**src/dcah_defines.svh**
```systemverilog
// constants for the shared-bus transfer hazard model
// assumes a 20-bit system address space and 16-bit processor data
`ifndef DCAH_DEFINES_SVH
`define DCAH_DEFINES_SVH

`define DCAH_SA_ADDR   20'h0_0010
`define DCAH_DA_ADDR   20'h0_0014
`define DCAH_IFG_ADDR  20'h0_0020
`define DCAH_STACK_LO  20'h0_2000
`define DCAH_STACK_HI  20'h0_3FFF
`define DCAH_ADDR_RST  20'h0_0000
`define DCAH_FLAG_RST  16'h0000
`define DCAH_HI_MSB    19
`define DCAH_HI_LSB    16

`endif

```
**src/dcah_pkg.sv**
```systemverilog
// types shared by the shared-bus transfer hazard model
// assumes nothing beyond a single system clock
package dcah_pkg;

  typedef logic [19:0] dcah_addr_t;
  typedef logic [15:0] dcah_word_t;

  typedef enum logic [2:0]
  {
    DCAH_CPU_SINGLE,
    DCAH_CPU_WIDE_LO,
    DCAH_CPU_WIDE_HI,
    DCAH_CPU_RMW_RD,
    DCAH_CPU_RMW_WR
  } dcah_kind_e;

  typedef struct packed {
    logic       valid;
    logic       we;
    dcah_kind_e kind;
    dcah_addr_t addr;
    dcah_word_t wdata;
  } dcah_cpu_s;

  typedef struct packed {
    logic       we;
    dcah_addr_t addr;
    dcah_addr_t wdata;
  } dcah_dma_s;

  typedef struct packed {
    logic       valid;
    logic       we;
    dcah_addr_t addr;
    dcah_addr_t wdata;
  } dcah_mem_s;

endpackage

```
**src/dcah_top.sv**
```systemverilog
// shared system bus between processor and transfer controller, with hazards
// assumes processor holds its access while cpu_wait_o is high
`timescale 1ns/100ps
`default_nettype none
`include "dcah_defines.svh"

// Behaviour
// - wide address write split by a transfer leaves a mixed, unreliable value
// - transfer inside flag read-modify-write drops newly arriving events
// - flags set before the transfer stay set through the overlap
// - transfer write to stack during wide stack instruction corrupts data
module dcah_top
(
  input  wire logic                sys_clk_i,              // system clock
  input  wire logic                resetn_i,               // sync reset, low
  input  wire dcah_pkg::dcah_cpu_s cpu_i,                  // processor access
  input  wire logic                cpu_stack_i,            // wide stack instr
  input  wire logic                dma_req_i,              // transfer request
  input  wire dcah_pkg::dcah_dma_s dma_i,                  // transfer access
  input  wire logic                channel_active_i,       // channel enable
  input  wire logic                rmw_transfer_inhibit_i, // hold off in rmw or wide write
  input  wire dcah_pkg::dcah_word_t irq_set_i,             // flag set pulses
  output logic                     cpu_wait_o,             // processor stall
  output logic                     dma_gnt_o,              // bus to controller
  output dcah_pkg::dcah_mem_s      mem_o,                  // bus to memory
  output dcah_pkg::dcah_word_t     cpu_rdata_o,            // flag read data
  output dcah_pkg::dcah_addr_t     channel_source_address_o,      // source
  output dcah_pkg::dcah_addr_t     channel_destination_address_o, // dest
  output dcah_pkg::dcah_word_t     irq_flags_o,            // peripheral flags
  output logic                     split_evt_o,            // wide write split
  output logic                     lost_evt_o,             // events dropped
  output logic                     stack_hz_o              // stack corrupted
);
  import dcah_pkg::*;

  function automatic logic addr_hit(input dcah_addr_t a, input dcah_addr_t r);
    addr_hit = (a == r);
  endfunction

  function automatic logic in_stack(input dcah_addr_t a);
    in_stack = (a >= `DCAH_STACK_LO) && (a <= `DCAH_STACK_HI);
  endfunction

  logic       gnt_q,    gnt_d;
  dcah_mem_s  mem_q,    mem_d;
  dcah_word_t rdata_q,  rdata_d;
  dcah_addr_t sa_q,     sa_d;
  dcah_addr_t da_q,     da_d;
  dcah_word_t flags_q,  flags_d;
  dcah_word_t pend_q,   pend_d;
  dcah_word_t lo_q,     lo_d;
  logic       tgt_da_q, tgt_da_d;
  logic       wopen_q,  wopen_d;
  logic       split_q,  split_d;
  logic       ropen_q,  ropen_d;
  logic       lost_q,   lost_d;
  logic       sev_q,    sev_d;
  logic       lev_q,    lev_d;
  logic       shz_q,    shz_d;
  dcah_addr_t wide_val;

  always_comb
  begin
    gnt_d    = 1'b0;
    mem_d    = '0;
    rdata_d  = rdata_q;
    sa_d     = sa_q;
    da_d     = da_q;
    flags_d  = flags_q | irq_set_i;
    pend_d   = ropen_q ? (pend_q | irq_set_i) : '0;
    lo_d     = lo_q;
    tgt_da_d = tgt_da_q;
    wopen_d  = wopen_q;
    split_d  = split_q;
    ropen_d  = ropen_q;
    lost_d   = lost_q;
    sev_d    = 1'b0;
    lev_d    = 1'b0;
    shz_d    = 1'b0;
    wide_val = split_q ? {cpu_i.wdata[3:0], (tgt_da_q ? da_q[15:0] : sa_q[15:0])}
                       : {cpu_i.wdata[3:0], lo_q};
    if (gnt_q)
    begin
      // stolen cycle; processor access waits
      mem_d = '{valid: 1'b1, we: dma_i.we, addr: dma_i.addr, wdata: dma_i.wdata};
      if (dma_i.we && cpu_stack_i && in_stack(dma_i.addr))
      begin
        mem_d.wdata[`DCAH_HI_MSB:`DCAH_HI_LSB] = ~dma_i.wdata[`DCAH_HI_MSB:`DCAH_HI_LSB];
        shz_d = 1'b1;
      end
      if (wopen_q)
        split_d = 1'b1;
      if (ropen_q)
        lost_d = 1'b1;
    end
    else if (cpu_i.valid)
    begin
      if (addr_hit(cpu_i.addr, `DCAH_IFG_ADDR))
      begin
        unique case (cpu_i.kind)
          DCAH_CPU_RMW_RD:
          begin
            rdata_d = flags_q;
            ropen_d = 1'b1;
            lost_d  = 1'b0;
            pend_d  = irq_set_i; // event missing from the snapshot
          end
          DCAH_CPU_RMW_WR:
          begin
            // write-back keeps snapshot bits; window events only if no steal
            flags_d = cpu_i.wdata | irq_set_i | (lost_q ? '0 : pend_q);
            ropen_d = 1'b0;
            lost_d  = 1'b0;
            lev_d   = lost_q && (pend_q != '0);
          end
          default:
          begin
            if (cpu_i.we)
              flags_d = cpu_i.wdata | irq_set_i;
            else
              rdata_d = flags_q;
          end
        endcase
      end
      else if (addr_hit(cpu_i.addr, `DCAH_SA_ADDR) || addr_hit(cpu_i.addr, `DCAH_DA_ADDR))
      begin
        if (cpu_i.we && cpu_i.kind == DCAH_CPU_WIDE_LO)
        begin
          lo_d     = cpu_i.wdata;
          tgt_da_d = addr_hit(cpu_i.addr, `DCAH_DA_ADDR);
          wopen_d  = 1'b1;
          split_d  = 1'b0;
        end
        else if (cpu_i.we && cpu_i.kind == DCAH_CPU_WIDE_HI && wopen_q)
        begin
          if (tgt_da_q)
            da_d = wide_val;
          else
            sa_d = wide_val;
          wopen_d = 1'b0;
          split_d = 1'b0;
          sev_d   = split_q;
        end
        else if (cpu_i.we && cpu_i.kind == DCAH_CPU_SINGLE)
        begin
          if (addr_hit(cpu_i.addr, `DCAH_DA_ADDR))
            da_d = {4'h0, cpu_i.wdata};
          else
            sa_d = {4'h0, cpu_i.wdata};
        end
      end
      else
      begin
        mem_d = '{valid: 1'b1, we: cpu_i.we, addr: cpu_i.addr, wdata: {4'h0, cpu_i.wdata}};
      end
    end
    // steal next cycle if channel active, unless held off inside an open sequence
    gnt_d = dma_req_i && channel_active_i
            && !(rmw_transfer_inhibit_i && (wopen_d || ropen_d));
  end

  always_ff @(posedge sys_clk_i)
  begin
    if (!resetn_i)
    begin
      gnt_q    <= 1'b0;
      mem_q    <= '0;
      rdata_q  <= '0;
      sa_q     <= `DCAH_ADDR_RST;
      da_q     <= `DCAH_ADDR_RST;
      flags_q  <= `DCAH_FLAG_RST;
      pend_q   <= '0;
      lo_q     <= '0;
      tgt_da_q <= 1'b0;
      wopen_q  <= 1'b0;
      split_q  <= 1'b0;
      ropen_q  <= 1'b0;
      lost_q   <= 1'b0;
      sev_q    <= 1'b0;
      lev_q    <= 1'b0;
      shz_q    <= 1'b0;
    end
    else
    begin
      gnt_q    <= gnt_d;
      mem_q    <= mem_d;
      rdata_q  <= rdata_d;
      sa_q     <= sa_d;
      da_q     <= da_d;
      flags_q  <= flags_d;
      pend_q   <= pend_d;
      lo_q     <= lo_d;
      tgt_da_q <= tgt_da_d;
      wopen_q  <= wopen_d;
      split_q  <= split_d;
      ropen_q  <= ropen_d;
      lost_q   <= lost_d;
      sev_q    <= sev_d;
      lev_q    <= lev_d;
      shz_q    <= shz_d;
    end
  end

  assign cpu_wait_o                    = gnt_q;
  assign dma_gnt_o                     = gnt_q;
  assign mem_o                         = mem_q;
  assign cpu_rdata_o                   = rdata_q;
  assign channel_source_address_o      = sa_q;
  assign channel_destination_address_o = da_q;
  assign irq_flags_o                   = flags_q;
  assign split_evt_o                   = sev_q;
  assign lost_evt_o                    = lev_q;
  assign stack_hz_o                    = shz_q;

  logic cpu_hi_w;
  assign cpu_hi_w = !gnt_q && cpu_i.valid && cpu_i.we && cpu_i.kind == DCAH_CPU_WIDE_HI
                    && wopen_q && !tgt_da_q && addr_hit(cpu_i.addr, `DCAH_SA_ADDR);
endmodule

`default_nettype wire

```
**config.mk**
```make
export PLATFORM = sky130hd
export DESIGN_NAME = dcah_top
export DESIGN_NICKNAME = d
export VERILOG_FILES = /design/src/dcah_pkg.sv /design/src/dcah_top.sv
export VERILOG_INCLUDE_DIRS = /design/src /design/src/src
export SDC_FILE = /design/constraint.sdc
export NUM_CORES = 1
export LEC_CHECK = 0
export ABC_AREA = 0
export BUFFER_PORTS_ARGS = -buffer_cell sky130_fd_sc_hd__buf_2
export CELL_PAD_IN_SITES_DETAIL_PLACEMENT = 2
export CELL_PAD_IN_SITES_GLOBAL_PLACEMENT = 2
export CORE_MARGIN = 1.5
export CORE_UTILIZATION = 29
export CTS_CLUSTER_DIAMETER = 120
export DETAILED_ROUTE_END_ITERATION = 8
export GPL_TIMING_DRIVEN = 0
export HOLD_SLACK_MARGIN = 0.02
export PLACE_DENSITY_LB_ADDON = 0.1
export RECOVER_POWER = 50
export SYNTH_ARGS = -nofsm -noshare
export SYNTH_HDL_FRONTEND = slang
export SYNTH_SLANG_ARGS = --single-unit
```
**constraint.sdc**
```tcl
create_clock -name sys_clk_i -period 2.9 [get_ports sys_clk_i]
set_input_delay 0.435 -clock sys_clk_i [delete_from_list [all_inputs] [get_ports sys_clk_i]]
set_output_delay 0.435 -clock sys_clk_i [all_outputs]
set_load 0.02 [all_outputs]
```
==> run summary <==
The first global-routing pass estimated 37,400 um of wire. The initial antenna violation count was 4. The count of vias placed by the detailed router is 6,167. The final HPWL from detailed placement is 19,400 um. The cell that appears most often on the critical path is sky130_fd_sc_hd__clkbuf_1.

The number of buffers added by the clock tree synthesis step is 17. The cell row count is 53. The detailed router's first-iteration violation count came out at 172. The arrival time reported for the critical path endpoint is 2.99 ns. The post-route cell area came out at 8270 um2. The deepest clock path buffer count came out at 2. The net count of the finished layout is 1,003. The count of final max-slew check failures came out at 0.

The number of global-route vias before repair came out at 6,610. Dividing total power by cell area gives a power density of 588 nW/um2. The largest net degree at the start of global routing is 17. The worst setup path is of the input port to flip-flop kind.

The path class of the tightest hold or removal check is input port to flip-flop. Of the total synthesized cell area, the portion taken by full adders, half adders and majority gates is 0%. The top achievable clock speed is 0.373 GHz. Setup repair after global routing left no endpoint under its margin. The number of iterations in the first detailed-routing pass is 5. The register area is 3100 um2.

The routed length per instance came out at 21.2 um. The leakage dissipation is 0.00317 uW. The fraction of the mapped netlist area in simple logic gates came out at 16.9%.

In this run, post-CTS hold repair placed 0 buffers. TritonCTS built the clock tree. The die span in y is 151 um. The instance area after placement came out at 7790 um2.

The flow ran to the end, and the final reports show no timing, DRC or antenna violations. The most common cell in the synthesized netlist is sky130_fd_sc_hd__dfxtp_1. The DRC violation count after routing is 0. From left edge to right edge, the die measures 151 um. The required time of the worst setup path is 3.21 ns. The number of placed I/O pins came out at 223. By area the synthesized netlist is led by sky130_fd_sc_hd__dfxtp_1 (49%), sky130_fd_sc_hd__mux2i_1 (13%), sky130_fd_sc_hd__a211oi_1 (5.4%), sky130_fd_sc_hd__a22o_1 (5.1%), sky130_fd_sc_hd__nor2_1 (4.7%). Setup violations remaining at the end of the flow were counted as 0. The fraction of registers with async set/reset is 0%.

The fill cell total of the finished layout came out at 2,471. The total global routing track utilization is 21.9%. Summed over its instances, the top area cell type makes up 48.9% of the synthesized netlist area. The number of routed nets with antenna violations came out at 0.

In this run the tightest slew margin relative to its limit is 32.3%. The final total negative setup slack is 0 ns. The number of standard cells after synthesis is 655. The worst-path maximum fanout is 10. The synthesized netlist devotes 17.2% of its cell area to compound gates. The flop and latch count out of synthesis came out at 155. In this run the critical register-to-register path is launched from cpu_wait_o. The routed wire length came out at 25,200 um. The multiplexer area fraction after synthesis is 12.8%. After clock tree synthesis, the clock-pin slew on the worst setup and hold paths is 0.07 ns. The total power draw is 4860 uW. The signal on the critical path passes through clkbuf_1 > nor4_1 > nand3_1 > nor2_1 > a21oi_1 > clkbuf_1 > a22o_1.

Clock tree synthesis selected as its root buffer the cell sky130_fd_sc_hd__clkbuf_16. For this run, the number of Yosys warnings is 0. The post-synthesis to final-layout area growth is 30.5%. The largest single stage delay on the critical path is 0.48 ns.

The hold path startpoint is dma_i[11]. The number of maximum-capacitance violations came out at 0. The commonest cells after synthesis are sky130_fd_sc_hd__dfxtp_1 (155), sky130_fd_sc_hd__mux2i_1 (81), sky130_fd_sc_hd__nor2_1 (80). The number of sinks driven by the clock tree came out at 155. The area taken by multi-input logic gates came out at 3020 um2. The placeable core region is 21,200 um2. The number of enable flip-flop cells after synthesis came out at 0. The slowest cell on the critical path is sky130_fd_sc_hd__nor4_1. The most used flip-flop cell after synthesis is sky130_fd_sc_hd__dfxtp_1. The post-synthesis share of cell area spent on xor and xnor gates is 0.553%. STA classifies the critical path endpoint as a flip-flop. By area, the combinational part of the netlist is dominated by compound AO/OA/AOI/OAI gates.

The critical path starts at cpu_i[28]. The clock latency at the later pin of the worst-skew pair is 0.43 ns. The sequential element share of the synthesized area is 48.9%. The number of nets in the synthesized netlist is 759. The mean cell area of the mapped netlist is 9.68 um2.

The post-route fraction of the period consumed by the critical path came out at 92.4%. The worst path needs 2.68 ns of the cycle, external delays included. STA classifies the critical path startpoint as an input port. The floorplan step defined a die boundary enclosing 22,800 um2. The number of port buffers is 222. The sum of overflow across all layers after global routing came out at 0. Using the TritonRoute via totals, the vias-per-cell ratio works out to 5.19.

The CTS H-tree depth is 4. For the final database, setup skew stands at 0.0160 ns. The final hold violation count came out at 0. The congestion estimate from routability-driven global placement came to 0.828. The largest total area in the synthesized netlist belongs to sky130_fd_sc_hd__dfxtp_1. The initial core utilization is 29.9%.

The proportion of layout cells with a drive suffix above 1 is 17.1%. The cell area after technology mapping came out at 6340 um2. The worst-case vdd ir drop is 0.360 mV. The actual transition at the worst max-transition pin is 1.01 ns. The unique cell type count in the Yosys netlist came out at 48.
registers in the layout (all words and copies together) (netlist names), 16 cells and up:
| name | cells |
|---|---|
| pend_q | 16 |
| channel_destination_address_o | 20 |
| cpu_rdata_o | 16 |
| lo_q | 16 |
| channel_source_address_o | 20 |
| irq_flags_o | 16 |
| mem_o | 42 |
cell type report:
type / count / area share [%]
clock inverters: 15 / 1.97
flip-flops and latches: 155 / 37.5
clock buffers: 17 / 5.14
well taps: 275 / 4.16
diodes: 2 / 0.0605
plain buffers: 44 / 2.53
multi-input cells: 451 / 36.6
inverters: 5 / 0.227
repair buffers: 225 / 11.8
report_power, final:
part	internal, uW	switching [uW]	total (uW)
clock	1280	976	2260
combinational	138	261	399
sequential	2170	25.0	2200
cells by family (layout without fill, tap and decap cells):
family / Yosys count / in the layout
AO/OA/AOI/OAI: 150 / 150
flip-flops: 155 / 155
AND/OR/NAND/NOR: 216 / 216
multiplexers: 81 / 81
buffers and inverters: 49 / 306
XOR/XNOR: 4 / 4
other: 0 / 2
path summary, 6_finish.rpt:
| check | endpoint | slack [ns] | depth (start not counted) |
|---|---|---|---|
| max reg2reg | channel_source_address_o[12] | 0.25 | 6 |
| min reg2reg | channel_source_address_o[16] | 0.48 | 2 |
| max | mem_o[8] | 0.22 | 7 |
| min | mem_o[11] | 0.22 | 2 |
routing by layer:
metal,GRT usage [%],share of wire (%)
met1,26.0,43
met2,38.5,49
met3,5.12,6.0
met4,7.38,1.6
met5,0,0.17
repair_timing:
item	in CTS	in global routing
setup buffers	0	3
setup endpoints to repair	0	18
gates resized for setup	0	1
worst max-delay path, delay by kind of cell:
kind | cells | cell delay, ns
AO/OA/AOI/OAI | 2 | 0.69
buffers and inverters | 2 | 0.49
AND/OR/NAND/NOR | 3 | 1.35
layout by cell type (no fill, tap or decap), types with 3 or more instances in the layout:
cell                          n
sky130_fd_sc_hd__a22o_1      37
sky130_fd_sc_hd__o21ai_0     17
sky130_fd_sc_hd__nor2b_1      4
sky130_fd_sc_hd__nand3_1     12
sky130_fd_sc_hd__xor2_1       4
sky130_fd_sc_hd__buf_4        4
sky130_fd_sc_hd__inv_6        4
sky130_fd_sc_hd__a31oi_1      5
sky130_fd_sc_hd__nor4_1       9
sky130_fd_sc_hd__o31ai_1      5
sky130_fd_sc_hd__nand4_1      8
sky130_fd_sc_hd__clkbuf_16   17
sky130_fd_sc_hd__nand2b_1     3
sky130_fd_sc_hd__clkinv_4     3
sky130_fd_sc_hd__a21oi_1     25
sky130_fd_sc_hd__nor3_1      17
sky130_fd_sc_hd__and2_1      20
sky130_fd_sc_hd__dfxtp_1    155
sky130_fd_sc_hd__clkinv_2     3
sky130_fd_sc_hd__a211oi_1    46
sky130_fd_sc_hd__nand2_1     45
sky130_fd_sc_hd__clkbuf_1   157
sky130_fd_sc_hd__buf_2      103
sky130_fd_sc_hd__nor2_1      80
sky130_fd_sc_hd__inv_1        5
sky130_fd_sc_hd__mux2i_1     81
per-stage QoR:
step | instances | setup WS, ns | hold WS (ns) | util (%)
after floorplan | 655 | 0.341 | 0.442 | -
after global placement | 1152 | -0.273 | 0.455 | 36.7
after detailed placement | 1152 | -0.408 | 0.472 | 36.7
after CTS | 1184 | 0.0234 | 0.204 | 39.5
after global routing | 1187 | 0.0441 | 0.211 | 39.0
final | 1189 | 0.221 | 0.222 | 39.0
Note: power is estimated with default switching activity, not from simulation.
